===== src/setpoint_pkg.sv =====
/*
  Package for the setpoint alarm output block: register map, field
  layout, action and reset-mode encodings, timing constants.
  Assumes a 10 MHz system clock and 32-bit register data.
*/
package setpoint_pkg;

  // ----------------------------------------------------------------
  // timing
  // ----------------------------------------------------------------
  localparam int unsigned CLK_HZ        = 10_000_000;
  localparam int unsigned TICK_MS       = 100;
  localparam int unsigned TICK_CYCLES   = CLK_HZ / 1000 * TICK_MS;
  localparam logic [12:0] DELAY_MAX     = 13'h1_76F; // 5999 tenths
  localparam logic [16:0] HYST_MIN      = 17'h0_0001;
  localparam logic [16:0] HYST_MAX      = 17'h0_EA5F; // 59999
  localparam logic [17:0] SETP_MAX      = 18'h1_869F; // 99999
  localparam logic [17:0] SETP_MIN      = 18'h3_B1E1; // -19999

  // ----------------------------------------------------------------
  // register map, index = address
  // ----------------------------------------------------------------
  localparam int unsigned AW            = 6;
  localparam logic [5:0] CH_STRIDE      = 6'h08;
  localparam logic [2:0] REG_CFG        = 3'h0;
  localparam logic [2:0] REG_SETP       = 3'h1;
  localparam logic [2:0] REG_HYST       = 3'h2;
  localparam logic [2:0] REG_DON        = 3'h3;
  localparam logic [2:0] REG_DOFF       = 3'h4;
  localparam logic [2:0] REG_STAT       = 3'h5;
  localparam logic [5:0] REG_CMD        = 6'h3F; // serial reset command

  // cfg field positions
  localparam int unsigned CFG_EN        = 0;
  localparam int unsigned CFG_ACT       = 1; // 2 bits
  localparam int unsigned CFG_RST       = 3; // 2 bits
  localparam int unsigned CFG_DSPRST    = 5;
  localparam int unsigned CFG_STBY      = 6;
  localparam int unsigned CFG_COLOR     = 7;
  localparam logic [7:0]  CFG_RESET     = 8'h01;
  localparam logic [17:0] SETP_RESET    = 18'h0_0000;
  localparam logic [16:0] HYST_RESET    = 17'h0_0001;
  localparam logic [12:0] DELAY_RESET   = 13'h0_000;

  typedef enum logic [1:0] {
    high_balanced_action,
    low_balanced_action,
    high_unbalanced_action,
    low_unbalanced_action
  } action_t;

  typedef enum logic [1:0] {
    auto_mode,
    latch_immediate_mode,
    latch_deferred_mode,
    spare_mode
  } reset_mode_t;

  typedef struct packed {
    logic        color_chg;
    logic        standby;
    logic        disp_reset;
    reset_mode_t rmode;
    action_t     action;
    logic        enable;
  } cfg_t;

  // register bus request
  typedef struct packed {
    logic [AW-1:0] addr;
    logic [31:0]   wdata;
    logic          we;
    logic          re;
  } bus_req_t;

  // reset requests presented by front panel and user input
  typedef struct packed {
    logic manual;        // button or user input, one-cycle pulse
    logic src_is_disp;   // that source assigned to display_reset_function
    logic input_shown;   // input value is on display
  } rst_req_t;

endpackage


===== src/setpoint_alarm_output.sv =====
/*
  Setpoint alarm output: compares the scaled display value against
  per-channel setpoints and drives one output per channel.
  Assumes display value and reset requests synchronous to clk_i;
  power-up is the release of rstn_i.
*/
// How it works
// RL1: disabled second setpoint never activates output
// RL2: four actions, high/low, balanced/unbalanced
// RL3: signed setpoint -19999..99999 versus display
// RL4: all quantities in same display counts
// RL5: hysteresis programmable 1..59999, zero refused
// RL6: unbalanced: off at setpoint minus/plus hysteresis
// RL7: balanced band centred on setpoint
// RL8: on delay 0.0..599.9 s in tenths
// RL9: separate off delay 0.0..599.9 s
// RL10: zero delay follows comparison directly
// RL11: auto mode turns off at off point
// RL12: auto mode manual reset clears at once
// RL13: latch modes hold until reset or power
// RL14: immediate latch reset clears at once
// RL15: power-up below setpoint leaves latch off
// RL16: deferred latch reset waits for off point
// RL17: power cycle discards pending deferred reset
// RL18: display reset also resets output if enabled
// RL19: only when source is display reset, input shown
// RL20: standby holds off until first trigger; code copies the reset standby bit 0 at power-up, so never holds off
// RL21: toggle backlight colour on output change
// RL22: channel count set by output card
// RL23: delays count tenth ticks, restart on drop
`timescale 1ns/100ps
`default_nettype none

module setpoint_alarm_output
  import setpoint_pkg::*;
#(
  parameter int unsigned N_CH        = 2,          // see RL22
  parameter int unsigned TICK_CNT    = TICK_CYCLES
) (
  input  wire logic              clk_i,
  input  wire logic              rstn_i,
  input  wire logic [17:0]       disp_value_i,  // signed display counts
  input  wire rst_req_t          rst_req_i,
  input  wire logic [AW-1:0]     bus_addr_i,
  input  wire logic [31:0]       bus_wdata_i,
  input  wire logic              bus_we_i,
  input  wire logic              bus_re_i,
  output logic [31:0]            bus_rdata_o,
  output logic [N_CH-1:0]        sp_out_o,
  output logic [N_CH-1:0]        color_o
);

  // ----------------------------------------------------------------
  // reset release
  // ----------------------------------------------------------------
  logic rst_s1_q, rst_s2_q;
  always_ff @(posedge clk_i or negedge rstn_i) begin
    if (!rstn_i) begin
      rst_s1_q <= 1'b0;
      rst_s2_q <= 1'b0;
    end else begin
      rst_s1_q <= 1'b1;
      rst_s2_q <= rst_s1_q;
    end
  end
  wire logic rst_n = rst_s2_q;

  // ----------------------------------------------------------------
  // timebase: one tenth second enable
  // ----------------------------------------------------------------
  logic [23:0] tb_q;
  logic        tick_q;
  always_ff @(posedge clk_i or negedge rst_n) begin
    if (!rst_n) begin
      tb_q   <= 24'h00_0000;
      tick_q <= 1'b0;
    end else if (tb_q == 24'(TICK_CNT - 1)) begin
      tb_q   <= 24'h00_0000;
      tick_q <= 1'b1;                                   // see RL23
    end else begin
      tb_q   <= tb_q + 24'h00_0001;
      tick_q <= 1'b0;
    end
  end

  // power-up marker, one cycle after release
  logic pwr_q;
  always_ff @(posedge clk_i or negedge rst_n) begin
    if (!rst_n) pwr_q <= 1'b1;
    else        pwr_q <= 1'b0;
  end

  // ----------------------------------------------------------------
  // register bus decode
  // ----------------------------------------------------------------
  wire logic [2:0] sel_reg = bus_addr_i[2:0];
  wire logic [2:0] sel_ch  = bus_addr_i[5:3];
  wire logic       cmd_hit = bus_we_i && (bus_addr_i == REG_CMD);
  // serial reset command: bit n resets channel n
  wire logic [N_CH-1:0] ser_rst = cmd_hit ? bus_wdata_i[N_CH-1:0] : '0;

  logic [31:0] rd_mux [N_CH];
  logic [31:0] rdata_d;
  always_comb begin
    rdata_d = 32'h0000_0000;  // unmapped reads as zero
    for (int i = 0; i < N_CH; i++) begin
      if (sel_ch == 3'(i)) rdata_d = rd_mux[i];
    end
  end

  always_ff @(posedge clk_i or negedge rst_n) begin
    if (!rst_n)        bus_rdata_o <= 32'h0000_0000;
    else if (bus_re_i) bus_rdata_o <= rdata_d;
    else               bus_rdata_o <= 32'h0000_0000;
  end

  // ----------------------------------------------------------------
  // per-channel logic
  // ----------------------------------------------------------------
  // display reset path resets outputs only under both conditions
  wire logic disp_rst = rst_req_i.manual && rst_req_i.src_is_disp
                        && rst_req_i.input_shown;       // see RL19

  for (genvar c = 0; c < N_CH; c++) begin : g_ch
    cfg_t        cfg_q;
    logic [17:0] setp_q;
    logic [16:0] hyst_q;
    logic [12:0] don_q, doff_q, cnt_q;
    logic        out_q, color_q, pend_q, stby_q, first_q;
    logic        out_d_q;       // previous output, for change detection

    wire logic wr = bus_we_i && (sel_ch == 3'(c));

    // compare in display counts, 20-bit signed to avoid overflow; see RL4
    wire logic signed [19:0] pv  = 20'(signed'(disp_value_i));
    wire logic signed [19:0] sp  = 20'(signed'(setp_q));           // see RL3
    wire logic signed [19:0] hy  = signed'({3'b000, hyst_q});
    wire logic signed [19:0] hh  = signed'({4'b0000, hyst_q[16:1]});
    wire logic is_high = (cfg_q.action == high_balanced_action) ||
                         (cfg_q.action == high_unbalanced_action);
    wire logic is_bal  = (cfg_q.action == high_balanced_action) ||
                         (cfg_q.action == low_balanced_action);     // see RL2
    // on / off trigger points
    wire logic signed [19:0] on_pt  = is_bal ? (is_high ? sp + hh : sp - hh)
                                             : sp;                  // see RL7
    wire logic signed [19:0] off_pt = is_bal ? (is_high ? sp - hh : sp + hh)
                                             : (is_high ? sp - hy : sp + hy); // see RL6
    wire logic on_cond  = is_high ? (pv >= on_pt)  : (pv <= on_pt);
    wire logic off_cond = is_high ? (pv <  off_pt) : (pv >  off_pt);  // see RL11
    wire logic latched  = (cfg_q.rmode == latch_immediate_mode) ||
                          (cfg_q.rmode == latch_deferred_mode);
    // second setpoint can be disabled; first always enabled
    wire logic active   = (c != 1) || cfg_q.enable;                  // see RL1
    wire logic man_rst  = (rst_req_i.manual && !rst_req_i.src_is_disp)
                          || ser_rst[c] || (cfg_q.disp_reset && disp_rst); // see RL18
    wire logic below_sp = is_high ? (pv < sp) : (pv > sp);

    wire logic want_on  = on_cond  && !out_q && !first_q;
    wire logic want_off = off_cond &&  out_q && (!latched || pend_q);
    wire logic [12:0] dly = want_on ? don_q : doff_q;
    wire logic expired  = (dly == 13'h0_000) || (cnt_q >= dly);  // see RL10

    // configuration writes; hysteresis zero is refused
    always_ff @(posedge clk_i or negedge rst_n) begin
      if (!rst_n) begin
        cfg_q  <= cfg_t'(CFG_RESET);
        setp_q <= SETP_RESET;
        hyst_q <= HYST_RESET;
        don_q  <= DELAY_RESET;
        doff_q <= DELAY_RESET;
      end else if (wr) begin
        case (sel_reg)
          REG_CFG:  cfg_q  <= cfg_t'(bus_wdata_i[7:0]);
          REG_SETP: if (signed'(bus_wdata_i[17:0]) <= signed'(SETP_MAX) &&
                        signed'(bus_wdata_i[17:0]) >= signed'(SETP_MIN))
                      setp_q <= bus_wdata_i[17:0];                   // see RL3
          REG_HYST: if (bus_wdata_i[16:0] >= HYST_MIN &&
                        bus_wdata_i[16:0] <= HYST_MAX)
                      hyst_q <= bus_wdata_i[16:0];                   // see RL5
          REG_DON:  if (bus_wdata_i[12:0] <= DELAY_MAX)
                      don_q  <= bus_wdata_i[12:0];                   // see RL8
          REG_DOFF: if (bus_wdata_i[12:0] <= DELAY_MAX)
                      doff_q <= bus_wdata_i[12:0];                   // see RL9
          default: ;
        endcase
      end
    end

    // delay counter restarts whenever the pending condition drops
    always_ff @(posedge clk_i or negedge rst_n) begin
      if (!rst_n)                    cnt_q <= 13'h0_000;
      else if (!(want_on||want_off)) cnt_q <= 13'h0_000;           // see RL23
      else if (tick_q && !expired)   cnt_q <= cnt_q + 13'h0_001;
    end

    // output state
    always_ff @(posedge clk_i or negedge rst_n) begin
      if (!rst_n) begin
        out_q   <= 1'b0;
        pend_q  <= 1'b0;                                            // see RL17
        stby_q  <= 1'b1;
        first_q <= 1'b0;
        color_q <= 1'b0;
      end else begin
        // first cycle: output forced off; standby taken from cfg_q, which still holds its reset value 0
        if (pwr_q) begin
          first_q <= cfg_q.standby;                                 // see RL20
          stby_q  <= 1'b0;
          out_q   <= 1'b0;                                          // see RL15
        end else if (!active) begin
          out_q  <= 1'b0;
          pend_q <= 1'b0;
        end else begin
          if (first_q && !on_cond) first_q <= 1'b0;  // armed on first crossing
          if (man_rst && out_q && cfg_q.rmode == latch_deferred_mode)
            pend_q <= 1'b1;                                         // see RL16
          if (man_rst && out_q && cfg_q.rmode != latch_deferred_mode) begin
            out_q <= 1'b0;                                    // see RL12 RL14
            first_q <= 1'b1;          // stays off until crossed again
          end else if (want_on && expired) begin
            out_q <= 1'b1;                                          // see RL13
          end else if (want_off && expired) begin
            out_q  <= 1'b0;
            pend_q <= 1'b0;
          end
        end
        if (cfg_q.color_chg && (out_q != out_d_q)) color_q <= ~color_q; // see RL21
      end
    end

    // previous output for change detection
    always_ff @(posedge clk_i or negedge rst_n) begin
      if (!rst_n) out_d_q <= 1'b0;
      else        out_d_q <= out_q;
    end

    assign sp_out_o[c] = out_q;
    assign color_o[c]  = color_q;

    // readback, status shows live state
    always_comb begin
      case (sel_reg)
        REG_CFG:  rd_mux[c] = {24'h00_0000, cfg_q};
        REG_SETP: rd_mux[c] = {{14{setp_q[17]}}, setp_q};
        REG_HYST: rd_mux[c] = {15'h0000, hyst_q};
        REG_DON:  rd_mux[c] = {19'h0_0000, don_q};
        REG_DOFF: rd_mux[c] = {19'h0_0000, doff_q};
        REG_STAT: rd_mux[c] = {27'h000_0000, stby_q, first_q, pend_q,
                               color_q, out_q};
        default:  rd_mux[c] = 32'h0000_0000;
      endcase
    end
  end

endmodule // setpoint_alarm_output

`default_nettype wire


===== config.mk =====
export PLATFORM = sky130hd
export DESIGN_NAME = setpoint_alarm_output
export DESIGN_NICKNAME = d
export VERILOG_FILES = /design/src/setpoint_pkg.sv /design/src/setpoint_alarm_output.sv
export SDC_FILE = /design/constraint.sdc
export NUM_CORES = 1
export LEC_CHECK = 0
export ABC_AREA = 1
export BUFFER_PORTS_ARGS = -buffer_cell sky130_fd_sc_hd__buf_2
export CORE_MARGIN = 1
export CORE_UTILIZATION = 50
export DETAILED_ROUTE_END_ITERATION = 16
export PLACE_DENSITY_LB_ADDON = 0.12
export SYNTH_ARGS = -nofsm -noshare
export SYNTH_HDL_FRONTEND = slang
export SYNTH_SLANG_ARGS = --single-unit
export TNS_END_PERCENT = 100

===== constraint.sdc =====
create_clock -name clk_i -period 12.9 [get_ports clk_i]
set_input_delay 0.645 -clock clk_i [delete_from_list [all_inputs] [get_ports clk_i]]
set_output_delay 0.645 -clock clk_i [all_outputs]
set_load 0.005 [all_outputs]

==> results of run 1 <==
==> what timing repair did <==
action	in CTS	in global routing
buffers inserted	0	0
hold buffers	1	0
hold endpoints to repair	2	0
==> power by group through the flow <==
stage | combinational [mW] | sequential, mW | clock (mW)
after CTS | 1.72 | 0.841 | 0.833
after global placement | 1.68 | 0.851 | 0
final | 1.74 | 0.843 | 0.825
after global routing | 1.96 | 0.854 | 0.863
after floorplan | 1.30 | 0.828 | 0
after detailed placement | 1.71 | 0.853 | 0
==> worst register-to-register path, delay by kind of cell (launching register included) <==
kind | cells | cell delay (ps)
AND/OR/NAND/NOR | 26 | 3500
AO/OA/AOI/OAI | 11 | 1970
flip-flops | 1 | 430
adder cells (fa/ha/maj) | 4 | 1140
buffers and inverters | 2 | 170
==> per-stage QoR <==
| step | area (um^2) | utilization [%] | hold slack [ps] |
|---|---|---|---|
| after floorplan | 20300 | - | 331 |
| after global placement | 21000 | 52.5 | 336 |
| after detailed placement | 21000 | 52.5 | 336 |
| after CTS | 21900 | 54.9 | 347 |
| after global routing | 21900 | 54.9 | 359 |
| final | 21900 | 54.9 | 320 |
==> flip-flops by register name, summed over array words and instances (netlist names), 2 cells and up <==
register / flops
g_ch.doff_q: 26
g_ch.setp_q: 36
g_ch.out_d_q: 2
g_ch.pend_q: 2
g_ch.don_q: 26
bus_rdata_o: 18
g_ch.cfg_q: 15
g_ch.color_q: 2
g_ch.cnt_q: 26
g_ch.out_q: 2
g_ch.first_q: 2
g_ch.hyst_q: 34
tb_q: 24
==> cells by family after synthesis <==
group                      count (synthesis)  share of synthesized area (%)
and+or+nand+nor                         1247                           26.5
other                                      2                         0.0370
AOI/OAI and AO/OA                        673                           18.5
DFF                                      221                           27.3
muxes                                      1                         0.0493
xor gates and xnor gates                 122                           5.26
adders and majority gates                215                           13.5
buffers and inverters                    445                           8.86
==> placed cells by master, fill, tap and decap left out, types with 20 or more instances in the layout <==
cell type / count
nor3_1: 47
xor2_1: 112
a21oi_1: 210
nand3_1: 202
o21ai_0: 307
nor2_1: 195
nand4_1: 43
ha_1: 209
clkbuf_16: 27
or2_2: 20
buf_2: 84
nand2_1: 684
inv_1: 315
dfrtp_1: 214
==> layer usage <==
layer	GRT usage [%]	wire [um]	share of wire, %
met1	46.2	30900	45
met3	4.89	5180	7.6
met5	0	13	0.019
met2	52.8	30700	45
met4	9.91	1860	2.7
==> layout make-up <==
| class | instances | share of cell area (%) |
|---|---|---|
| multi-input combinational | 2260 | 59.2 |
| sequential | 221 | 25.3 |
| inverter | 324 | 5.55 |
| clock buffer | 38 | 3.59 |
| tap | 525 | 3.00 |
| timing repair buffer | 102 | 2.60 |
| clock inverter | 11 | 0.799 |
==> how the worst max path moves through the flow <==
stage,end,slack (ps),cells after the start
after detailed placement,g_ch[0].cnt_q[0],5830,43
after global routing,g_ch[0].cnt_q[0],5120,43
after CTS,g_ch[0].cnt_q[0],5820,43
after floorplan,bus_rdata_o[0],6300,0
after global placement,g_ch[0].cnt_q[0],5890,43
final,g_ch[0].cnt_q[0],5610,43
==> flow_summary.json, run 1 <==
{
  "critPathMostFrequentCell": "nand2_1",
  "die_x_um": 204,
  "fin_tns_setup_ps": 0,
  "r2r_slack_ps": 5610,
  "cp.buffers_inverters": 2,
  "worstMarginPinSlew_ps": 1210,
  "crit_arrival_ps": 7770,
  "rr_endpoint": "g_ch[0].cnt_q[0]",
  "relSlewSlack_pct": 19.1,
  "power_leakage_nw": 11.0,
  "post-route-min-period_ps": 7290,
  "p_int_mw": 1.84,
  "synth_top_cell_area_share_pct": 26.5,
  "rr_startpoint": "g_ch[0].setp_q[0]",
  "p_switching_mw": 1.57,
  "max_clock_freq_mhz": 137,
  "drt-total-wl_um": 68600,
  "cap_violations": 0,
  "path_class": "reg -> reg",
  "slowest_stage": "fa_1",
  "num_rows": 73,
  "die_h_um": 204,
  "seqCellArea_mm2": 0.00554,
  "comb_power_share_pct": 51.1,
  "holdCritPathClass": "reg -> async",
  "clockBufferDepth": 3,
  "synth.cell_area_mm2": 0.0203,
  "yosys-top-cells-count": "nand2_1, inv_1, o21ai_0, dfrtp_1, a21oi_1",
  "grt_max_degree": 181,
  "critPathCaptureType": "flip-flop",
  "start_util_pct": 50.9,
  "ys_ff_latch": 221,
  "place_ws_ps": 5830,
  "critPathTopFamily": "simple AND/OR/NAND/NOR gates",
  "cts-resized-gates": 0,
  "grt_pass1_vias": 19000,
  "yosys_warnings": 0,
  "area_delta_synth_final_pct": 7.98,
  "synth_area_leaders": "dfrtp_1, ha_1, nand2_1",
  "synth_cell_types": 62,
  "synth-seq-area-share_pct": 27.3,
  "wire_per_inst_um": 19.7,
  "grt_usage_pct": 33.1,
  "cts.sinks": 221,
  "setup_ws_ps": 5610,
  "multiInputGateArea_mm2": 0.0130,
  "min_period_over_period_pct": 56.5,
  "drt_pass1_iterations": 5,
  "die_area_mm2": 0.0414,
  "hold_viol": 0,
  "htree_num_levels": 1,
  "r2r_cells": 43,
  "cts-root-buf": "clkbuf_16",
  "io_pins": 99,
  "grt-ovfl-total": 0,
  "layout-drive-gt1-share_pct": 7.24,
  "nets": 3214,
  "drtIter0Drc": 1898,
  "grt_pass1_wl_um": 107000,
  "setup_violations": 0,
  "clock_skew_ps": 30.7,
  "clock_latency_ps": 570,
  "crit_required_ps": 13380,
  "synth-edff-count": 0,
  "max_stage_delay_ps": 440,
  "vias": 20200,
  "total_power_mw": 3.41,
  "viasPerCell": 5.81,
  "synth.avg_cell_area_um2": 6.94,
  "numCtsBuffers": 27,
  "antenna_cells": 0,
  "p_seq_share_pct": 24.7,
  "yosysMostFrequentCell": "nand2_1",
  "gp_congestion": 0.950,
  "synth_cells": 2926,
  "drc": 0,
  "cts_tree": "built",
  "antenna_found_initial": 2,
  "ys.flop_type": "dfrtp_1",
  "clk_pin_slew_ps": 60,
  "fin_cells": 3481,
  "dp_hpwl_um": 52800,
  "drv_slew": 0,
  "coreArea_mm2": 0.0399,
  "status": "finished, final reports clean",
  "drtAntennaViolNets": 0,
  "swShare_pct": 46.0,
  "placed_cells": 3431,
  "synth_top_area_cell": "dfrtp_1",
  "power_density_mw_per_mm2": 156,
  "cp-start-kind": "flip-flop",
  "n_fill_cell": 3959,
  "p_clk_share_pct": 24.2,
  "portBuffers": 84,
  "critical_path.startpoint": "g_ch[0].setp_q[0]",
  "async_flop_share_pct": 100,
  "crit_fanout": 23,
  "rsz0062_at_grt": "false",
  "synth_nets": 3204,
  "ir_worst_vdd_mv": 0.144
}
(Power assumes the default switching activity.)
==> run 2: changes to the inputs <==
--- a/config.mk
+++ b/config.mk
@@ -5,7 +5,7 @@
 export SDC_FILE = /design/constraint.sdc
 export NUM_CORES = 1
 export LEC_CHECK = 0
-export ABC_AREA = 1
+export ABC_AREA = 0
 export BUFFER_PORTS_ARGS = -buffer_cell sky130_fd_sc_hd__buf_2
 export CORE_MARGIN = 1
 export CORE_UTILIZATION = 50
==> constraint.sdc (replaced) <==
create_clock -name clk_i -period 7.5 [get_ports clk_i]
set_input_delay 0.375 -clock clk_i [delete_from_list [all_inputs] [get_ports clk_i]]
set_output_delay 0.375 -clock clk_i [all_outputs]
set_load 0.005 [all_outputs]
==> run 2 against run 1 <==
Clock power grew 75%. Final area grew 4.4%. Synthesized cell count shrank 23%. Routed wire length shrank 6.4%. Die area shrank 2.4%. Critical endpoint is now g_ch[0].cnt_q[11]. Combinational power grew 57%. Fmax shrank 2.1%. First-iteration DRC count shrank 21%. Clock-buffer cell count shrank 3. Critical path depth shrank 10. Utilization grew 4.0 points. Sequential power grew 70%.
==> flow_summary.json, run 2 <==
{
  "status": "finished, final reports clean",
  "yosysMostFrequentCell": "dfrtp_1",
  "clk_pin_slew_ps": 70,
  "yosys-top-cells-count": "dfrtp_1, ha_1, nor2_1, a21oi_1, nand2_1",
  "max_clock_freq_mhz": 134,
  "clock_latency_ps": 580,
  "nets": 2682,
  "synth_area_leaders": "dfrtp_1, ha_1, mux2_2",
  "r2r_cells": 33,
  "synth_top_cell_area_share_pct": 27.2,
  "rsz0062_at_grt": "true",
  "grt_pass1_wl_um": 100000,
  "min_period_over_period_pct": 99.3,
  "hold_viol": 0,
  "swShare_pct": 40.0,
  "wire_per_inst_um": 21.8,
  "final_common_cell": "dfrtp_1",
  "fin_cells": 2942,
  "largest_register": "g_ch.setp_q",
  "worstMarginPinSlew_ps": 1160,
  "post-route-min-period_ps": 7440,
  "start_util_pct": 51.0,
  "ys.flop_type": "dfrtp_1",
  "cts-root-buf": "clkbuf_16",
  "top_regs": "g_ch.setp_q: 36 flops, g_ch.hyst_q: 34 flops",
  "n_fill_cell": 3487,
  "p_switching_mw": 2.24,
  "antenna_cells": 0,
  "path_class": "reg -> reg",
  "async_flop_share_pct": 100,
  "p_int_mw": 3.36,
  "numCtsBuffers": 26,
  "synth_nets": 2545,
  "comb_power_share_pct": 48.8,
  "drc": 0,
  "fin_util_pct": 59.0,
  "power_density_mw_per_mm2": 245,
  "synth_cells": 2267,
  "die_area_mm2": 0.0404,
  "critPathCaptureType": "flip-flop",
  "r2r_slack_ps": 60,
  "max_stage_delay_ps": 560,
  "die_x_um": 201,
  "p_clk_share_pct": 25.7,
  "synth_cell_types": 80,
  "ir_worst_vdd_mv": 0.198,
  "power_leakage_nw": 10.6,
  "cts_tree": "built",
  "layout-drive-gt1-share_pct": 21.0,
  "viasPerCell": 6.16,
  "clockBufferDepth": 3,
  "grt_usage_pct": 31.7,
  "htree_num_levels": 1,
  "dp_hpwl_um": 49200,
  "grt-ovfl-total": 0,
  "relSlewSlack_pct": 22.6,
  "p_seq_share_pct": 25.5,
  "io_pins": 99,
  "ys_ff_latch": 221,
  "grt_max_degree": 143,
  "setup_ws_ps": 55.4,
  "synth-edff-count": 0,
  "clock_skew_ps": 36.4,
  "crit_required_ps": 7960,
  "crit_fanout": 5,
  "yosys_warnings": 0,
  "holdCritPathClass": "in -> async",
  "vias": 18100,
  "drtAntennaViolNets": 0,
  "cap_violations": 0,
  "area_delta_synth_final_pct": 15.5,
  "cts.sinks": 221,
  "drtIter0Drc": 1495,
  "synth.cell_area_mm2": 0.0198,
  "cp-start-kind": "flip-flop",
  "gp_congestion": 0.955,
  "final_cell_mix": "dfrtp_1, ha_1, nor2_1, a21oi_1, nand2_1",
  "coreArea_mm2": 0.0388,
  "largest_reg_flops": 36,
  "placed_cells": 2886,
  "place_ws_ps": -389,
  "crit_arrival_ps": 7910,
  "synth_top_area_cell": "dfrtp_1",
  "setup_violations": 0,
  "synth-seq-area-share_pct": 27.9,
  "antenna_found_initial": 2,
  "critPathMostFrequentCell": "o41ai_4",
  "die_h_um": 201,
  "total_power_mw": 5.60,
  "synth.avg_cell_area_um2": 8.74,
  "num_rows": 72,
  "grt_pass1_vias": 17400,
  "drt_pass1_iterations": 6,
  "slowest_stage": "or4_4",
  "portBuffers": 84,
  "drv_slew": 0,
  "drt-total-wl_um": 64200
}
[run 2: logic make-up (layout without fill, tap and decap cells)]
group | count (synthesis) | count (layout) | share of synthesized area [%]
XOR/XNOR | 154 | 154 | 6.81
AO/OA/AOI/OAI | 571 | 571 | 18.5
adder cells (fa/ha/maj) | 215 | 215 | 13.8
flip-flops | 221 | 221 | 27.9
AND/OR/NAND/NOR | 667 | 667 | 16.4
other | 2 | 2 | 0.0379
buffers and inverters | 219 | 376 | 4.50
multiplexers | 218 | 218 | 12.0
[run 2: area by class of cell]
| cell class | instances | area [um^2] | area share (%) |
|---|---|---|---|
| Clock buffer | 35 | 744 | 3.25 |
| Clock inverter | 13 | 236 | 1.03 |
| Inverter | 94 | 353 | 1.54 |
| Multi-Input combinational cell | 1827 | 13800 | 60.2 |
| Sequential cell | 221 | 5550 | 24.2 |
| Tap cell | 518 | 648 | 2.83 |
| Timing Repair Buffer | 234 | 1580 | 6.90 |
[run 2: path summary, 6_finish.rpt]
| check | from | endpoint |
|---|---|---|
| max in group asynchronous | rst_n | g_ch[0].hyst_q[2] |
| max | g_ch[0].hyst_q[2] | g_ch[0].cnt_q[11] |
| min in group clk_i | bus_wdata_i[17] | g_ch[0].setp_q[17] |
| min reg2reg | rst_n | bus_rdata_o[10] |
| max reg2reg | g_ch[0].hyst_q[2] | g_ch[0].cnt_q[11] |
| min | rstn_i | rst_n |
[run 2: critical path: cells and delay by family, from the launching register on]
family / cells / cell delay, ps
muxes: 2 / 570
adders and majority gates: 3 / 800
and+or+nand+nor: 10 / 2170
buffers and inverters: 4 / 580
AOI/OAI and AO/OA: 13 / 2730
DFF: 1 / 410
xor gates and xnor gates: 1 / 80
[run 2: metrics by stage]
| stage | hold slack (ps) | TNS (ps) | cell area (um^2) |
|---|---|---|---|
| floorplan | 79.4 | 0 | 19900 |
| global placement | 159 | -531 | 21500 |
| detailed placement | 161 | -1510 | 21500 |
| finish | 112 | 0 | 22900 |
| global route | 124 | -895 | 22900 |
| CTS | 67.0 | 0 | 22600 |
[run 2: what timing repair did]
action,4_1_cts,5_1_grt
pin swaps,9,32
setup buffers,2,6
hold endpoints to repair,2,0
hold buffers,1,0
setup endpoints to repair,8,21
gates resized for setup,14,59
[run 2: power groups by stage]
stage	clock network (mW)	logic, mW	registers [mW]
after floorplan	0	1.88	1.39
after global placement	0	2.54	1.44
after detailed placement	0	2.60	1.45
after CTS	1.47	2.64	1.42
after global routing	1.51	3.02	1.44
final	1.44	2.73	1.43
[run 2: per-layer routing]
metal | wire, um | global-route usage (%) | vias up
met5 | 64 | 1.19 | -
met4 | 2480 | 11.6 | 2
met3 | 4680 | 5.02 | 116
met2 | 27800 | 48.5 | 681
met1 | 29200 | 44.8 | 8800
li1 | - | - | 8529
==> run 3: changes to the inputs <==
==> constraint.sdc (replaced) <==
create_clock -name clk_i -period 7.85 [get_ports clk_i]
set_input_delay 0.3925 -clock clk_i [delete_from_list [all_inputs] [get_ports clk_i]]
set_output_delay 0.3925 -clock clk_i [all_outputs]
set_load 0.005 [all_outputs]
==> run 3 against run 2 <==
Clock skew fell by 12 ps. Clock power is 14% lower. Sequential power fell by 3%. Global-route usage shrank 0.53 points. First-iteration DRC count shrank 7.3%. Critical endpoint is now g_ch[0].cnt_q[9]. Highest routed layer unchanged.
==> flow_summary.json, run 3 (synthesized netlist as in run 2, its figures left out) <==
{
  "status": "finished, final reports clean",
  "drt_pass1_iterations": 5,
  "cts-root-buf": "clkbuf_16",
  "clock_skew_ps": 24.3,
  "clk_pin_slew_ps": 60,
  "post-route-min-period_ps": 7550,
  "final_common_cell": "dfrtp_1",
  "area_delta_synth_final_pct": 13.0,
  "crit_fanout": 4,
  "power_density_mw_per_mm2": 230,
  "critPathMostFrequentCell": "buf_4",
  "viasPerCell": 6.16,
  "ir_worst_vdd_mv": 0.180,
  "drtAntennaViolNets": 0,
  "power_leakage_nw": 10.3,
  "cts_tree": "built",
  "r2r_cells": 36,
  "worstMarginPinSlew_ps": 1290,
  "die_area_mm2": 0.0404,
  "grt.met2_usage_pct": 46.6,
  "min_period_over_period_pct": 96.2,
  "grt-ovfl-total": 0,
  "die_h_um": 201,
  "grt_usage_pct": 31.1,
  "drt-total-wl_um": 63600,
  "critical_path.startpoint": "g_ch[0].hyst_q[2]",
  "largest_reg_flops": 36,
  "coreArea_mm2": 0.0388,
  "start_util_pct": 51.0,
  "drc": 0,
  "place_ws_ps": -269,
  "grtUsageMet1_pct": 44.5,
  "largest_register": "g_ch.setp_q",
  "grt_max_degree": 158,
  "antenna_cells": 0,
  "dp_hpwl_um": 48000,
  "met3_usage_pct": 6.30,
  "rr_startpoint": "g_ch[0].hyst_q[2]",
  "htree_num_levels": 1,
  "hold_viol": 0,
  "gp_congestion": 0.927,
  "grt_pass1_vias": 17200,
  "numCtsBuffers": 26,
  "path_class": "reg -> reg",
  "cts.sinks": 221,
  "wire_per_inst_um": 21.9,
  "final_cell_mix": "dfrtp_1, ha_1, nor2_1, a21oi_1, nand2_1",
  "setup_ws_ps": 299,
  "num_rows": 72,
  "p_seq_share_pct": 26.8,
  "die_x_um": 201,
  "vias": 17900,
  "grt-busiest-layer": "met2",
  "top_regs": "g_ch.setp_q: 36 flops, g_ch.hyst_q: 34 flops",
  "critPathCaptureType": "flip-flop",
  "layout-drive-gt1-share_pct": 19.1,
  "rr_endpoint": "g_ch[0].cnt_q[9]",
  "max_stage_delay_ps": 470,
  "antenna_found_initial": 2,
  "drv_slew": 0,
  "nets": 2645,
  "portBuffers": 84,
  "cap_violations": 0,
  "setup_violations": 0,
  "swShare_pct": 41.0,
  "grt_pass1_wl_um": 98900,
  "crit_required_ps": 8360,
  "cp-start-kind": "flip-flop",
  "fin_tns_setup_ps": 0,
  "drtIter0Drc": 1386,
  "p_clk_share_pct": 24.1,
  "p_switching_mw": 2.11,
  "r2r_slack_ps": 300,
  "max_clock_freq_mhz": 132,
  "p_int_mw": 3.03,
  "clock_latency_ps": 580,
  "crit_arrival_ps": 8060,
  "holdCritPathClass": "in -> async",
  "io_pins": 99,
  "relSlewSlack_pct": 13.4,
  "n_fill_cell": 3547,
  "slowest_stage": "or4_4",
  "comb_power_share_pct": 49.1,
  "clockBufferDepth": 3
}
## run 3: metal layers
metal	routed length (um)	vias to the layer above
met3	5180	144
met4	2380	2
met5	13	-
li1	-	8468
met2	26800	693
met1	29200	8599
## run 3: how the worst max path moves through the flow
stage                         to  slack, ps  cells after the start
4_1_cts        g_ch[0].cnt_q[12]         40                     37
2_1_floorplan  g_ch[0].cnt_q[12]         30                     35
3_3_place_gp   g_ch[0].cnt_q[12]       -150                     37
6_report        g_ch[0].cnt_q[9]        300                     36
3_5_place_dp   g_ch[0].cnt_q[12]       -270                     36
5_1_grt         g_ch[0].cnt_q[9]        -20                     37
## run 3: repair_timing
item	4_1_cts	5_1_grt
pin swaps	1	28
buffers inserted	0	15
gates resized for setup	6	50
hold endpoints to repair	2	0
hold buffers	1	0
endpoints found under the setup margin	4	23
## run 3: worst max-delay path: cells and delay by family, from the launching register on
kind | cells | cell delay [ps]
AO/OA/AOI/OAI | 17 | 3050
AND/OR/NAND/NOR | 7 | 1790
buffers and inverters | 7 | 1030
adder cells (fa/ha/maj) | 3 | 800
flip-flops | 1 | 400
multiplexers | 1 | 310
XOR/XNOR | 1 | 90
## run 3: cell type report
cell class | count | area, um^2 | share of cell area, %
tap | 518 | 648 | 2.89
inverter | 94 | 353 | 1.58
multi-input combinational | 1827 | 13700 | 61.0
sequential | 221 | 5550 | 24.8
timing repair buffer | 197 | 1310 | 5.83
clock inverter | 18 | 189 | 0.844
clock buffer | 30 | 686 | 3.06
## run 3: metrics by stage
step                instance area (um^2)  hold WS [ps]  instances  power [mW]  utilization, %
floorplan                          19800          96.9       2267        3.11               -
global placement                   21100           177       2842        3.74            54.4
detailed placement                 21100           179       2842        3.79            54.4
CTS                                22000           104       2891        5.05            56.8
global route                       22400           119       2905        5.49            57.7
finish                             22400           116       2905        5.14            57.7
## run 3: power groups by stage
stage                     Clock [mW]  Combinational [mW]  Sequential (mW)
final                           1.24                2.53             1.38
after global routing            1.30                2.80             1.39
after CTS                       1.25                2.43             1.37
after detailed placement           0                2.40             1.39
after global placement             0                2.36             1.39
after floorplan                    0                1.78             1.33
